<file path="src/icvwh_pkg.sv">
/*
  icvwh_pkg: constants for the indirect configuration-variable write helper.
  Assumes a single 100 MHz clock domain; no other packages needed.
*/
package icvwh_pkg;
  // helper register numbers in the configuration-variable space
  localparam logic [9:0] ICVWH_REG_TGT_HUND = 10'h060;
  localparam logic [9:0] ICVWH_REG_TGT_UT   = 10'h061;
  localparam logic [9:0] ICVWH_REG_VAL_HUND = 10'h062;
  localparam logic [9:0] ICVWH_REG_VAL_CMT  = 10'h063;
  // helper reset and cleared value
  localparam logic [7:0] ICVWH_CLEAR        = 8'h00;
  // field limits
  localparam logic [7:0] ICVWH_MAX_DIGIT    = 8'h09;
  localparam logic [7:0] ICVWH_MAX_UT       = 8'h63;
  localparam int         ICVWH_RADIX        = 100;
  // commit sequencing states
  typedef enum logic [0:0] {
    ICVWH_IDLE   = 1'b0,
    ICVWH_COMMIT = 1'b1
  } icvwh_state_t;
endpackage : icvwh_pkg

</file>
<file path="src/icvwh_top.sv">
/*
  icvwh_top: helper registers that compose a target configuration-variable
  number and value from digit groups, and commit it on the value write.
  Assumes decoded configuration-variable writes/reads arrive as synchronous
  strobes on clk, and that the store accepts a one-cycle write pulse.
*/
`timescale 1ns/1ps
`default_nettype none

// Function
// - the target hundreds helper holds a digit from 0 to 9.
// - the target units/tens helper holds a number from 0 to 99.
// - with no value hundreds written, the value helper carries the full 8-bit value 0 to 255.
// - a write to the value helper triggers the transfer to the selected target variable.
// - after the transfer all helper registers return to zero by themselves.
// - the value hundreds helper holds a digit from 0 to 9.
// - in the four-register form the value helper carries units and tens 0 to 99, written last.
module icvwh_top
  import icvwh_pkg::*;
(
  input  wire logic       clk,
  input  wire logic       rst,
  input  wire logic       wr_en,
  input  wire logic [9:0] wr_num,
  input  wire logic [7:0] wr_data,
  input  wire logic       rd_en,
  input  wire logic [9:0] rd_num,
  output logic      [7:0] rd_data,
  output logic            rd_hit,
  output logic            cv_wr,
  output logic      [9:0] cv_num,
  output logic      [7:0] cv_data
);

  icvwh_state_t state_ff;
  icvwh_state_t nxt_state;
  logic [7:0]   tgt_hund_ff;
  logic [7:0]   nxt_tgt_hund;
  logic [7:0]   tgt_ut_ff;
  logic [7:0]   nxt_tgt_ut;
  logic [7:0]   val_hund_ff;
  logic [7:0]   nxt_val_hund;
  logic [7:0]   val_cmt_ff;
  logic [7:0]   nxt_val_cmt;
  logic         cv_wr_ff;
  logic         nxt_cv_wr;
  logic [9:0]   cv_num_ff;
  logic [9:0]   nxt_cv_num;
  logic [7:0]   cv_data_ff;
  logic [7:0]   nxt_cv_data;
  logic [7:0]   rd_data_ff;
  logic [7:0]   nxt_rd_data;
  logic         rd_hit_ff;
  logic         nxt_rd_hit;
  logic [9:0]   comp_num;
  logic [9:0]   comp_val;

  // true when the given number addresses one of the four helpers
  function automatic logic is_helper(input logic [9:0] num);
    is_helper = (num >= ICVWH_REG_TGT_HUND) && (num <= ICVWH_REG_VAL_CMT);
  endfunction

  // composition of number and value from the digit groups
  always_comb begin
    comp_num = 10'(tgt_hund_ff * ICVWH_RADIX) + {2'h0, tgt_ut_ff};
    comp_val = 10'(val_hund_ff * ICVWH_RADIX) + {2'h0, val_cmt_ff};
  end

  // helper writes and the commit sequence
  always_comb begin
    nxt_state    = state_ff;
    nxt_tgt_hund = tgt_hund_ff;
    nxt_tgt_ut   = tgt_ut_ff;
    nxt_val_hund = val_hund_ff;
    nxt_val_cmt  = val_cmt_ff;
    nxt_cv_wr    = 1'b0;
    nxt_cv_num   = cv_num_ff;
    nxt_cv_data  = cv_data_ff;
    unique case (state_ff)
      ICVWH_IDLE: begin
        // out-of-range digits are ignored so a bad entry cannot aim past the store
        if (wr_en) begin
          unique case (wr_num)
            ICVWH_REG_TGT_HUND: begin
              if (wr_data <= ICVWH_MAX_DIGIT) nxt_tgt_hund = wr_data;
            end
            ICVWH_REG_TGT_UT: begin
              if (wr_data <= ICVWH_MAX_UT) nxt_tgt_ut = wr_data;
            end
            ICVWH_REG_VAL_HUND: begin
              if (wr_data <= ICVWH_MAX_DIGIT) nxt_val_hund = wr_data;
            end
            ICVWH_REG_VAL_CMT: begin
              // with hundreds at zero any byte passes; otherwise only 0..99
              if ((val_hund_ff == ICVWH_CLEAR) || (wr_data <= ICVWH_MAX_UT)) begin
                nxt_val_cmt = wr_data;
                nxt_state   = ICVWH_COMMIT;
              end
            end
            default: ;
          endcase
        end
      end
      ICVWH_COMMIT: begin
        // relies on the station having loaded the other helpers first
        nxt_cv_wr    = 1'b1;
        nxt_cv_num   = comp_num;
        nxt_cv_data  = comp_val[7:0]; // sums above 255 wrap to the low eight bits; the bench drives such sums
        nxt_tgt_hund = ICVWH_CLEAR;
        nxt_tgt_ut   = ICVWH_CLEAR;
        nxt_val_hund = ICVWH_CLEAR;
        nxt_val_cmt  = ICVWH_CLEAR;
        nxt_state    = ICVWH_IDLE;
      end
    endcase
  end

  // read-back of helpers
  always_comb begin
    nxt_rd_hit  = rd_en && is_helper(rd_num);
    nxt_rd_data = ICVWH_CLEAR;
    if (rd_en) begin
      unique case (rd_num)
        ICVWH_REG_TGT_HUND: nxt_rd_data = tgt_hund_ff;
        ICVWH_REG_TGT_UT:   nxt_rd_data = tgt_ut_ff;
        ICVWH_REG_VAL_HUND: nxt_rd_data = val_hund_ff;
        ICVWH_REG_VAL_CMT:  nxt_rd_data = val_cmt_ff;
        default:            nxt_rd_data = ICVWH_CLEAR;
      endcase
    end
  end

  // state registers
  always_ff @(posedge clk) begin
    if (rst) begin
      state_ff    <= ICVWH_IDLE;
      tgt_hund_ff <= ICVWH_CLEAR;
      tgt_ut_ff   <= ICVWH_CLEAR;
      val_hund_ff <= ICVWH_CLEAR;
      val_cmt_ff  <= ICVWH_CLEAR;
      cv_wr_ff    <= 1'b0;
      cv_num_ff   <= 10'h000;
      cv_data_ff  <= ICVWH_CLEAR;
      rd_data_ff  <= ICVWH_CLEAR;
      rd_hit_ff   <= 1'b0;
    end else begin
      state_ff    <= nxt_state;
      tgt_hund_ff <= nxt_tgt_hund;
      tgt_ut_ff   <= nxt_tgt_ut;
      val_hund_ff <= nxt_val_hund;
      val_cmt_ff  <= nxt_val_cmt;
      cv_wr_ff    <= nxt_cv_wr;
      cv_num_ff   <= nxt_cv_num;
      cv_data_ff  <= nxt_cv_data;
      rd_data_ff  <= nxt_rd_data;
      rd_hit_ff   <= nxt_rd_hit;
    end
  end

  assign cv_wr   = cv_wr_ff;
  assign cv_num  = cv_num_ff;
  assign cv_data = cv_data_ff;
  assign rd_data = rd_data_ff;
  assign rd_hit  = rd_hit_ff;

  // helper digits never leave their ranges
  a_tgt_hund_range: assert property (@(posedge clk) disable iff (rst)
    tgt_hund_ff <= ICVWH_MAX_DIGIT) else $error("target hundreds out of range");
  a_tgt_ut_range: assert property (@(posedge clk) disable iff (rst)
    tgt_ut_ff <= ICVWH_MAX_UT) else $error("target units/tens out of range");
  a_val_hund_range: assert property (@(posedge clk) disable iff (rst)
    val_hund_ff <= ICVWH_MAX_DIGIT) else $error("value hundreds out of range");

  // refused digits leave the held helper as it was
  a_tgt_hund_keep: assert property (@(posedge clk) disable iff (rst)
    (state_ff == ICVWH_IDLE && wr_en && wr_num == ICVWH_REG_TGT_HUND
     && wr_data > ICVWH_MAX_DIGIT) |=> $stable(tgt_hund_ff))
    else $error("oversized target hundreds was taken");
  a_tgt_ut_keep: assert property (@(posedge clk) disable iff (rst)
    (state_ff == ICVWH_IDLE && wr_en && wr_num == ICVWH_REG_TGT_UT
     && wr_data > ICVWH_MAX_UT) |=> $stable(tgt_ut_ff))
    else $error("oversized target units/tens was taken");

  // commit timing: the pulse follows the taking edge by two
  a_full_byte_commit: assert property (@(posedge clk) disable iff (rst)
    (state_ff == ICVWH_IDLE && wr_en && wr_num == ICVWH_REG_VAL_CMT
     && val_hund_ff == ICVWH_CLEAR) |-> ##2 (cv_wr && cv_data == $past(wr_data, 2)))
    else $error("full byte not committed");
  a_commit_pulse: assert property (@(posedge clk) disable iff (rst)
    (state_ff == ICVWH_IDLE && wr_en && wr_num == ICVWH_REG_VAL_CMT
     && wr_data <= ICVWH_MAX_UT) |-> ##2 cv_wr ##1 !cv_wr)
    else $error("value write did not commit once");
  // a split value above 99 is dropped whole: no commit, nothing stored
  a_refused_value: assert property (@(posedge clk) disable iff (rst)
    (state_ff == ICVWH_IDLE && wr_en && wr_num == ICVWH_REG_VAL_CMT
     && val_hund_ff != ICVWH_CLEAR && wr_data > ICVWH_MAX_UT)
    |=> (state_ff == ICVWH_IDLE && $stable(val_cmt_ff)))
    else $error("oversized split value was accepted");
  a_commit_once: assert property (@(posedge clk) disable iff (rst)
    (state_ff == ICVWH_COMMIT) |=> (state_ff == ICVWH_IDLE && cv_wr))
    else $error("commit state did not end in one pulse");
  a_commit_origin: assert property (@(posedge clk) disable iff (rst)
    cv_wr |-> ($past(state_ff) == ICVWH_COMMIT))
    else $error("commit pulse without a value write");
  a_helpers_cleared: assert property (@(posedge clk) disable iff (rst)
    cv_wr |-> (tgt_hund_ff == ICVWH_CLEAR && tgt_ut_ff == ICVWH_CLEAR
               && val_hund_ff == ICVWH_CLEAR && val_cmt_ff == ICVWH_CLEAR))
    else $error("helpers not cleared after commit");

  // composed outputs follow the digit groups held in the commit state
  a_split_value: assert property (@(posedge clk) disable iff (rst)
    (state_ff == ICVWH_COMMIT) |=> (cv_data == 8'($past(val_hund_ff) * ICVWH_RADIX
                                    + $past(val_cmt_ff))))
    else $error("split value composed wrong");
  a_target_number: assert property (@(posedge clk) disable iff (rst)
    (state_ff == ICVWH_COMMIT) |=> (cv_num == 10'($past(tgt_hund_ff) * ICVWH_RADIX
                                   + $past(tgt_ut_ff))))
    else $error("target number composed wrong");

endmodule // icvwh_top

`default_nettype wire

</file>
<file path="config.mk">
export PLATFORM = sky130hd
export DESIGN_NAME = icvwh_top
export DESIGN_NICKNAME = d
export VERILOG_FILES = /design/src/icvwh_pkg.sv /design/src/icvwh_top.sv
export SDC_FILE = /design/constraint.sdc
export NUM_CORES = 1
export LEC_CHECK = 0
export BUFFER_PORTS_ARGS = -buffer_cell sky130_fd_sc_hd__buf_4
export CAP_MARGIN = 40
export CELL_PAD_IN_SITES_DETAIL_PLACEMENT = 1
export CELL_PAD_IN_SITES_GLOBAL_PLACEMENT = 1
export CORE_MARGIN = 2
export CORE_UTILIZATION = 30
export DETAILED_ROUTE_END_ITERATION = 12
export PLACE_DENSITY_LB_ADDON = 0.3
export SETUP_SLACK_MARGIN = 0.05
export SYNTH_ARGS = -nofsm -noshare
export SYNTH_HDL_FRONTEND = slang
export SYNTH_SLANG_ARGS = --single-unit
</file>
<file path="constraint.sdc">
create_clock -name clk -period 3.5 [get_ports clk]
set_clock_uncertainty 0.2 [all_clocks]
set_input_delay 0.875 -clock clk [delete_from_list [all_inputs] [get_ports clk]]
set_output_delay 0.875 -clock clk [all_outputs]
set_load 0.005 [all_outputs]
</file>
# Word-level counts from Yosys, hierarchy flattened
# Index checks and enable logic that the tools add are counted.
# totals
input_bits	32
register_bits	61
word_cells	66
# classes
n_eq_ne	16
muxes	21
n_reduce_logical	9
bitwise	2
magnitude_cmp	4
n_addsub	2
multipliers	2
# op_table
operator	n
2-to-1 mux 8 bit	11
equality test 10 x 7 -> 1 bit, second input constant	8
case mux 8 bit (2 select lines)	4
case mux 8 bit (4 select lines)	1
AND reduction 3 bit	4
adder 10 x 8 -> 10 bit	1
greater-or-equal comparator 10 x 7 -> 1 bit, second input constant	1
less-or-equal comparator 10 x 7 -> 1 bit, second input constant	1
adder 8 bit	1
less-or-equal comparator 8 x 4 -> 1 bit, second input constant	1
less-or-equal comparator 8 x 7 -> 1 bit, second input constant	1
zero test 8 bit	1
multiplier 8 x 5 -> 6 bit, second input constant	1
multiplier 8 x 5 -> 8 bit, second input constant	1
!= test 2 x 1 -> 1 bit, second input constant	4
!= test 2 bit, second input constant	4
2-to-1 mux 1 bit	4
logical AND 1 bit	2
NOT 1 bit	2
case mux 1 bit (2 select lines)	1
OR reduction 2 bit	1
logical OR 1 bit	1

# Logic depth before layout (Yosys ltp)
# Gate-level depths: netlist of run 1.
# depth
ltp_word	6
depth_mapped	10
ltp_nobuf	10

# Worst setup path after synthesis of run 1
# Ideal clock, no wire load.
# synth_path
path_type	reg-to-reg
start	register tgt_hund_ff[1]
end	register cv_num_ff[9], in the netlist cv_num[9]
n_path_buf	0
arrival_time_ns	2.706
period_less_slack_ns	3.023
stages_incl_launch_ff	10
required_ns	3.183
path_slack_ns	0.477
path_cell_list	dfxtp_1 ha_1 ha_1 ha_1 fa_1 ha_1 or3_1 o221ai_1 xnor2_1 a22o_1
# synth_via
elab_chain_cells	2
# synth_rtl
item	line_no	rtl
start: declaration	icvwh_top.sv:37	logic [7:0] tgt_hund_ff;
start signal: assignment	icvwh_top.sv:148	tgt_hund_ff <= nxt_tgt_hund;
multiplier 8 x 5 -> 8 bit	icvwh_top.sv:65	comp_num = 10'(tgt_hund_ff * ICVWH_RADIX) + {2'h0, tgt_ut_ff};
adder 10 x 8 -> 10 bit	icvwh_top.sv:65	
end signal: assignment	icvwh_top.sv:153	cv_num_ff <= nxt_cv_num;
end: declaration	icvwh_top.sv:47	logic [9:0] cv_num_ff;
# Every way passes these cells.
# A chain may end at the register's enable or synchronous reset.

# Final worst setup path of run 1
# Same ends and word-level chain as after synthesis.

==> impl_metrics.env, run 1 <==
export IMPL_drive_gt1_frac=0.239
export IMPL_std_cell_rows=37
export IMPL_drt_total_wl_um=8050
export IMPL_grt_max_degree=25
export IMPL_drt_iter0_drc=62
export IMPL_worstSetupPathType="flop to flop"
export IMPL_ys_flop_type="dfxtp_1"
export IMPL_die_area_um2=11400
export IMPL_finalCriticalPeriod_ps=3250
export IMPL_ir_worst_vdd_v=0.000150
export IMPL_ioPinCount=60
export IMPL_clk_path_buf_depth=2
export IMPL_synth_warnings=0
export IMPL_maxSlewHeadroom=0.575
export IMPL_coreArea_um2=10300
export IMPL_setup_worst_path_start="tgt_hund_ff[1]"
export IMPL_hold_viol=0
export IMPL_first_global_vias=2607
export IMPL_hpwl_um=6110
export IMPL_crit_required_ps=3540
export IMPL_cts_setup_buffers=0
export IMPL_finalPower_mw=1.39
export IMPL_synth_cells=304
export IMPL_power_density_nw_per_um2=354
export IMPL_vias=2439
export IMPL_io_buffers=59
export IMPL_viasPerCell=4.84
export IMPL_r2r_end="cv_num[9]"
export IMPL_tightest_slew_ps=636
export IMPL_worst_path_max_fanout=6
export IMPL_cts_max_level=3
export IMPL_fp_dieW_um=107
export IMPL_reg2reg_slack_ps=250
export IMPL_cts_tree="built"
export IMPL_avgSynthCellArea_um2=10.4
export IMPL_rr_startpoint="tgt_hund_ff[1]"
export IMPL_rsz0062_at_grt="no"
export IMPL_syn_nets=367
export IMPL_setup_viol=0
export IMPL_synth_area_um2=3160
export IMPL_drt_first_pass_iters=4
export IMPL_status="completed"
export IMPL_synth_top_cell_area_share=0.386
export IMPL_syn2layout_area_growth_pct=24.4
export IMPL_clk_pin_slew_ps=70
export IMPL_root_buffer="clkbuf_8"
export IMPL_fin_tns_setup_ps=0
export IMPL_r2r_cells=9
export IMPL_total_leakage_power_nw=1.81
export IMPL_initial_core_util=0.308
export IMPL_async_flop_share=0
export IMPL_antenna_found_initial=0
export IMPL_drc_errors=0
export IMPL_wl_per_cell_um=16.0
export IMPL_cts_resized_gates=0
export IMPL_maxCapViolations=0
export IMPL_fillCellCount=1199
export IMPL_netlist_top_cells_area="dfxtp_1, ha_1, mux2i_1"
export IMPL_cts_hold_buf=0
export IMPL_synth_area_leader_cell="dfxtp_1"
export IMPL_cp_end_kind="flop"
export IMPL_ys_seq_area_frac=0.386
export IMPL_synth_edf_count=0
export IMPL_fin_nets=426
export IMPL_grt_overflow=0
export IMPL_slew_viol_final=0
export IMPL_clk_latency_ps=340
export IMPL_arrival_ps=3290
export IMPL_final_cells=504
export IMPL_clock_sinks=61
export IMPL_placed_cells_incl_taps=488
export IMPL_worstSetupStartpointType="flop"
export IMPL_die_h_um=107
export IMPL_fin_crit_sh=0.928
export IMPL_cts_buffers=9
export IMPL_crit_end="cv_num[9]"
export IMPL_globalplace_congestion=0.788
export IMPL_grt_pass1_wl_um=13300
export IMPL_worstHoldPathType="flop to flop"
export IMPL_ys_ff_latch=61
export IMPL_ant_nets=0
export IMPL_diodes=0
export IMPL_clock_fmax_mhz=308
export IMPL_synth_cell_types=44
export IMPL_grt_use_total=0.150
sequential cells by signal, indices dropped and copies added (netlist names), 8 cells and up:
signal	cells
cv_num	10
cv_data	8
rd_data	8
tgt_hund_ff	8
tgt_ut_ff	8
val_cmt_ff	8
val_hund_ff	8
cells in the mapped netlist, drive strengths merged (5+ instances only):
library cell / instances
dfxtp: 61
nor2: 38
mux2i: 33
ha: 27
inv: 15
xnor2: 12
nor2b: 11
clkbuf: 10
and3: 9
a21oi: 8
mux4: 8
o21ai: 6
a211oi: 5
nand2b: 5
placed cells by master (no fill, tap or decap), drive strengths merged, types with 3 or more instances in the layout:
| master | netlist | routed |
|---|---|---|
| a211oi | 5 | 5 |
| a21o | 3 | 3 |
| a21oi | 8 | 8 |
| and3 | 9 | 9 |
| buf | 2 | 60 |
| clkbuf | 10 | 9 |
| clkinvlp | 0 | 4 |
| dfxtp | 61 | 61 |
| fa | 4 | 4 |
| ha | 27 | 27 |
| inv | 15 | 16 |
| mux2i | 33 | 33 |
| mux4 | 8 | 8 |
| nand2 | 4 | 4 |
| nand2b | 5 | 5 |
| nand3 | 4 | 4 |
| nand4 | 3 | 3 |
| nor2 | 38 | 38 |
| nor2b | 11 | 11 |
| nor3 | 3 | 3 |
| nor4b | 4 | 4 |
| o21a | 3 | 3 |
| o21ai | 6 | 6 |
| xnor2 | 12 | 12 |
| xor2 | 4 | 4 |
metal layers:
layer  track usage  routed length (um)  vias up  share of wire
li1              -                   -     1201              -
met1         0.195                3800     1186           0.47
met2         0.247                3850       41           0.48
met3        0.0340                 299       11          0.037
met4        0.0473                 105        0          0.013
met5             0                   0        -              0
power breakdown:
group          internal (mW)  switching, mW  total (mW)
clock network          0.329          0.308       0.638
logic                 0.0303         0.0301      0.0604
registers              0.693      0.0000793       0.694
total                   1.05          0.338        1.39
worst max-delay path, cell delays in order (launching register included):
cell,delay (ps)
dfxtp_1,440
ha_1,270
ha_1,310
ha_1,320
fa_1,490
ha_1,230
or3_1,370
o221ai_1,210
xnor2_1,100
a22o_1,190
stage by stage:
stage / setup slack (ps) / hold WS [ps] / cell area, um2 / util
after global placement: 329 / 262 / 3740 / 0.364
after detailed placement: 255 / 264 / 3740 / 0.364
after CTS: 244 / 277 / 3930 / 0.383
after floorplan: 477 / 262 / 3160 / -
final: 252 / 272 / 3930 / 0.383
after global routing: 121 / 310 / 3930 / 0.383
layout make-up:
cell class	instances	area [um2]	share of cell area
multi-input combinational	216	1840	0.467
sequential	61	1220	0.310
timing repair buffer	60	450	0.115
tap	136	170	0.0433
clock buffer	9	124	0.0315
clock inverter	7	73.8	0.0188
inverter	15	56.3	0.0143
how the worst min path moves through the flow:
stage               depth (start not counted)  slack (ps)        end       from
detailed placement                          2         260  cv_num[6]  cv_num[6]
CTS                                         2         280  cv_num[6]  cv_num[6]
finish                                      2         270  cv_num[6]  cv_num[6]
floorplan                                   2         260  cv_num[6]  cv_num[6]
global route                                2         310  cv_num[6]  cv_num[6]
global placement                            2         260  cv_num[7]  cv_num[7]
logic make-up after synthesis:
kind of cell,count (synthesis),share of synthesized area
flops,61,0.386
xor+xnor,17,0.0514
compound gates,35,0.0784
fa+ha+maj,31,0.132
simple gates,92,0.158
mux,41,0.161
buf+inv,27,0.0324
(Power assumes the default switching activity.)
==> run 2: changes to the inputs <==
==> constraint.sdc (replaced) <==
create_clock -name clk -period 3.5 [get_ports clk]
set_clock_uncertainty 0.2 [all_clocks]
set_input_delay 0.175 -clock clk [delete_from_list [all_inputs] [get_ports clk]]
set_output_delay 0.175 -clock clk [all_outputs]
set_load 0.005 [all_outputs]
==> run 2 against run 1 <==
Sequential power hardly changed. Design area up 3.1%. Fmax is the same. Global-route usage rose by 0.15 points. Power up 0.70%. Worst setup slack unchanged. Hold slack worse by 130 ps. Largest cell class unchanged. Highest routed layer unchanged.
==> impl_metrics.env, run 2 (synthesized netlist as in run 1, its figures left out) <==
export IMPL_status="completed"
export IMPL_rsz0062_at_grt="no"
export IMPL_clk_pin_slew_ps=80
export IMPL_reg2reg_slack_ps=250
export IMPL_fin_tns_setup_ps=0
export IMPL_cts_setup_buffers=0
export IMPL_layout_common_cells="dfxtp_1, buf_4, nor2_1"
export IMPL_cp_end_kind="flop"
export IMPL_die_area_um2=11400
export IMPL_diodes=0
export IMPL_worstSetupPathType="flop to flop"
export IMPL_hold_path_endpoint="rd_data[6]"
export IMPL_setup_viol=0
export IMPL_first_global_vias=2651
export IMPL_grt_overflow=0
export IMPL_drt_first_pass_iters=4
export IMPL_slew_viol_final=0
export IMPL_fin_crit_sh=0.928
export IMPL_total_leakage_power_nw=1.86
export IMPL_cts_max_level=3
export IMPL_ir_worst_vdd_v=0.000150
export IMPL_power_density_nw_per_um2=346
export IMPL_cts_tree="built"
export IMPL_drc_errors=0
export IMPL_slowest_stage="fa_1"
export IMPL_min_from="rd_num[0]"
export IMPL_worstHoldPathType="input port to flop"
export IMPL_r2r_cells=9
export IMPL_worst_path_max_fanout=6
export IMPL_wl_per_cell_um=15.8
export IMPL_drt_total_wl_um=8170
export IMPL_placed_cells_incl_taps=488
export IMPL_drt_iter0_drc=56
export IMPL_largest_reg_flops=10
export IMPL_std_cell_rows=37
export IMPL_r2r_end="cv_num[9]"
export IMPL_fillCellCount=1194
export IMPL_clk_latency_ps=340
export IMPL_hpwl_um=6110
export IMPL_worst_hold_slack_ps=143
export IMPL_clock_fmax_mhz=308
export IMPL_path_cells="ha_1 -> ha_1 -> ha_1 -> fa_1 -> ha_1 -> or3_1 -> o221ai_1 -> xnor2_1 -> a22o_1"
export IMPL_arrival_ps=3290
export IMPL_cts_buffers=9
export IMPL_grt_max_degree=25
export IMPL_maxCapViolations=0
export IMPL_vias=2494
export IMPL_min_path_cells=3
export IMPL_syn2layout_area_growth_pct=28.2
export IMPL_finalCriticalPeriod_ps=3250
export IMPL_layout_commonest_cell="dfxtp_1"
export IMPL_final_cells=516
export IMPL_globalplace_congestion=0.788
export IMPL_ioPinCount=60
export IMPL_drive_gt1_frac=0.232
export IMPL_initial_core_util=0.308
export IMPL_max_stage_delay_ps=490
export IMPL_die_h_um=107
export IMPL_io_buffers=59
export IMPL_fp_dieW_um=107
export IMPL_ant_nets=0
export IMPL_hold_viol=0
export IMPL_rr_startpoint="tgt_hund_ff[1]"
export IMPL_grt_use_total=0.152
export IMPL_clock_sinks=61
export IMPL_viasPerCell=4.83
export IMPL_antenna_found_initial=0
export IMPL_tightest_slew_ps=645
export IMPL_grt_pass1_wl_um=13500
export IMPL_clk_path_buf_depth=2
export IMPL_maxSlewHeadroom=0.568
export IMPL_worstSetupStartpointType="flop"
export IMPL_fin_nets=438
export IMPL_cp_common_cell="ha_1"
export IMPL_crit_required_ps=3540
export IMPL_root_buffer="clkbuf_8"
export IMPL_coreArea_um2=10300
run 2: cell count changes in the layout (fill, tap and decap cells not counted):
cell,change
dlygate4sd3_1,+12
run 2: how the worst max path moves through the flow:
stage                end      startpoint  slack (ps)  depth (start not counted)
2_1_floorplan  cv_num[9]  tgt_hund_ff[1]         480                          9
3_3_place_gp   cv_num[9]  tgt_hund_ff[1]         330                          9
3_5_place_dp   cv_num[9]  tgt_hund_ff[1]         250                          9
4_1_cts        cv_num[9]  tgt_hund_ff[1]         240                          9
5_1_grt        cv_num[9]  tgt_hund_ff[1]         120                          9
6_report       cv_num[9]  tgt_hund_ff[1]         250                          9
run 2: final cells by class:
class | count | area, um2 | share of cell area
clock buffer | 9 | 124 | 0.0306
clock inverter | 7 | 73.8 | 0.0182
inverter | 15 | 56.3 | 0.0139
multi-input combinational | 216 | 1840 | 0.453
sequential | 61 | 1220 | 0.301
tap | 136 | 170 | 0.0420
timing repair buffer | 72 | 571 | 0.141
run 2: metrics by stage:
stage / utilization / setup WS (ps) / power, mW / area (um2)
after floorplan: - / 477 / 0.732 / 3160
after global placement: 0.364 / 329 / 0.770 / 3740
after detailed placement: 0.364 / 255 / 0.771 / 3740
after CTS: 0.394 / 244 / 1.42 / 4050
after global routing: 0.394 / 121 / 1.46 / 4050
final: 0.394 / 252 / 1.40 / 4050
run 2: critical path: cells and delay by family, from the launching register on:
kind | cells | cell delay, ps
DFF | 1 | 440
and+or+nand+nor | 1 | 370
adders and majority gates | 5 | 1620
xor gates and xnor gates | 1 | 100
AOI/OAI and AO/OA | 2 | 400
run 2: what timing repair did:
action | CTS | global route
gates resized for setup | 0 | 0
hold buffers | 12 | 0
endpoints found under the hold margin | 39 | 0
run 2: metal layers:
| layer | GRT usage | part of all wire | up-vias |
|---|---|---|---|
| li1 | - | - | 1226 |
| met5 | 0 | 0 | - |
| met4 | 0.0501 | 0.014 | 0 |
| met1 | 0.196 | 0.47 | 1212 |
| met3 | 0.0347 | 0.038 | 13 |
| met2 | 0.250 | 0.48 | 43 |
run 2: power breakdown:
part	internal [mW]	switching, mW	leakage, nW
Combinational	0.0379	0.0321	1.28
Sequential	0.693	0.0000794	0.491
Clock	0.329	0.308	0.0879
==> run 3: changes to the inputs <==
- ABC_AREA: default -> 1
==> run 3 against run 2 <==
Clock-buffer cell count rose by 3. Via count rose by 33%. Register-to-register slack improved by 180 ps. Clock power rose by 40%. First-iteration DRC count rose by 73%. Worst setup slack improved by 180 ps. Flip-flop and latch count did not move. Non-clock buffer count fell by 10. Largest power group is now clock.
==> impl_metrics.env, run 3 <==
export IMPL_cts_resized_gates=0
export IMPL_crit_required_ps=3520
export IMPL_std_cell_rows=39
export IMPL_maxSlewHeadroom=0.437
export IMPL_drt_iter0_drc=97
export IMPL_synth_area_um2=3430
export IMPL_power_frac_seq=0.418
export IMPL_die_h_um=111
export IMPL_p_sw_uw=367
export IMPL_grt_use_total=0.169
export IMPL_cts_max_level=3
export IMPL_first_global_vias=3433
export IMPL_power_density_nw_per_um2=383
export IMPL_clk_path_buf_depth=2
export IMPL_die_area_um2=12300
export IMPL_cts_buffers=9
export IMPL_worst_path_max_fanout=6
export IMPL_maxCapViolations=0
export IMPL_clk_pin_slew_ps=60
export IMPL_synth_cell_types=42
export IMPL_clock_fmax_mhz=326
export IMPL_fillCellCount=1384
export IMPL_setup_viol=0
export IMPL_worstSetupStartpointType="flop"
export IMPL_globalplace_congestion=0.801
export IMPL_yosysMostFrequentCell="nand2_1"
export IMPL_tightest_slew_ps=844
export IMPL_drc_errors=0
export IMPL_cp_end_kind="flop"
export IMPL_ys_flop_type="dfxtp_1"
export IMPL_antenna_found_initial=0
export IMPL_p_int_mw=1.29
export IMPL_status="completed"
export IMPL_ioPinCount=60
export IMPL_viasPerCell=4.83
export IMPL_ys_ff_latch=61
export IMPL_synth_edf_count=0
export IMPL_finalPower_mw=1.66
export IMPL_final_cells=688
export IMPL_initial_core_util=0.305
export IMPL_synth_area_leader_cell="dfxtp_1"
export IMPL_arrival_ps=3090
export IMPL_total_leakage_power_nw=2.17
export IMPL_wl_per_cell_um=14.7
export IMPL_fin_ws_ps=433
export IMPL_synth_top_cell_area_share=0.356
export IMPL_cts_tree="built"
export IMPL_hold_viol=0
export IMPL_grt_overflow=0
export IMPL_drive_gt1_frac=0.167
export IMPL_fp_dieW_um=111
export IMPL_fin_nets=603
export IMPL_grt_pass1_wl_um=16700
export IMPL_async_flop_share=0
export IMPL_fin_tns_setup_ps=0
export IMPL_root_buffer="clkbuf_16"
export IMPL_layout_commonest_cell="nand2_1"
export IMPL_clk_latency_ps=330
export IMPL_slew_viol_final=0
export IMPL_largest_reg_flops=10
export IMPL_place_area_um2=4020
export IMPL_avgSynthCellArea_um2=7.22
export IMPL_placed_cells_incl_taps=670
export IMPL_drt_total_wl_um=10100
export IMPL_fin_crit_sh=0.876
export IMPL_worstHoldPathType="input port to flop"
export IMPL_hpwl_um=7850
export IMPL_drt_first_pass_iters=4
export IMPL_syn2layout_area_growth_pct=26.3
export IMPL_ir_worst_vdd_v=0.000264
export IMPL_vias=3321
export IMPL_finalCriticalPeriod_ps=3070
export IMPL_rsz0062_at_grt="no"
export IMPL_layout_common_cells="nand2_1, dfxtp_1, inv_1, buf_4, nand3_1"
export IMPL_syn_nets=539
export IMPL_combPwrFrac=0.043
export IMPL_synth_warnings=0
export IMPL_clock_sinks=61
export IMPL_final_area_um2=4340
export IMPL_ant_nets=0
export IMPL_worstSetupPathType="flop to flop"
export IMPL_grt_max_degree=34
export IMPL_power_frac_clock=0.539
export IMPL_synth_cells=476
export IMPL_pre_cts_slack_ps=438
export IMPL_diodes=0
export IMPL_netlist_top_cells_area="dfxtp_1, nand2_1, ha_1"
export IMPL_io_buffers=59
export IMPL_coreArea_um2=11300
export IMPL_synth_common_cells="nand2_1, dfxtp_1, inv_1"
export IMPL_switching_share=0.221
export IMPL_ys_seq_area_frac=0.356
## run 3: changes by cell type after synthesis, moves of 8 or more
cell	before	now
a21oi_1	8	30
and3_1	9	0
inv_1	15	60
mux2i_1	33	0
mux4_2	8	0
nand2_1	4	138
nand3_1	4	45
nor2b_1	11	0
o21ai_0	6	15
xnor2_1	12	3
## run 3: through the flow
| stage | utilization | hold slack, ps |
|---|---|---|
| after floorplan | - | 137 |
| after CTS | 0.385 | 37.9 |
| after global placement | 0.357 | 246 |
| after global routing | 0.385 | 59.9 |
| final | 0.385 | 45.6 |
| after detailed placement | 0.357 | 247 |
## run 3: final timing paths
| kind | slack (ps) | from | cells past startpoint | endpoint |
|---|---|---|---|---|
| worst max-delay path | 430 | tgt_hund_ff[1] | 12 | cv_num[8] |
| worst min register to register | 250 | cv_data[7] | 2 | cv_data[7] |
| worst min-delay path | 50 | rst | 2 | tgt_hund_ff[4] |
| worst max register to register | 430 | tgt_hund_ff[1] | 12 | cv_num[8] |
## run 3: repair_timing
item,CTS,global route
hold buffers,2,0
buffers inserted,0,0
hold endpoints to repair,2,0
setup endpoints to repair,0,0
## run 3: logic make-up (layout without fill, tap and decap cells)
group           count (synthesis)  in the layout  synth area share
compound gates                 60             60             0.101
xor+xnor                        7              7            0.0179
fa+ha+maj                      31             31             0.122
buf+inv                        72            141            0.0812
flops                          61             61             0.356
simple gates                  245            245             0.323
## run 3: area by class of cell
cell class,count,area [um2],share of cell area
repair buffers,62,470,0.108
multi-input cells,343,1930,0.446
well taps,143,179,0.0413
flip-flops and latches,61,1220,0.282
clock buffers,12,246,0.0568
clock inverters,4,47.5,0.0110
inverters,63,238,0.0548
## run 3: power groups by stage
| stage | Sequential, mW | Clock [mW] | Combinational (mW) |
|---|---|---|---|
| 2_1_floorplan | 0.710 | 0 | 0.0288 |
| 3_3_place_gp | 0.710 | 0 | 0.0678 |
| 3_5_place_dp | 0.710 | 0 | 0.0692 |
| 4_1_cts | 0.695 | 0.921 | 0.0712 |
| 5_1_grt | 0.694 | 0.943 | 0.0774 |
| 6_report | 0.695 | 0.896 | 0.0709 |
## run 3: worst max-delay path, cell delays in order, from the launching register on
cell and delay (ps):
dfxtp_1 430, ha_1 270, ha_1 300, ha_1 330
fa_1 490, ha_1 380, nand2_1 70, inv_1 70
nand4_1 70, nand3_1 110, a21oi_1 70, o21ai_0 90
nand2_1 70
## run 3: layer usage
metal / track usage / up-vias / part of all wire
met5: 0 / - / 0
met3: 0.0339 / 14 / 0.030
met1: 0.201 / 1593 / 0.44
met4: 0.0608 / 0 / 0.018
li1: - / 1669 / -
met2: 0.302 / 45 / 0.51
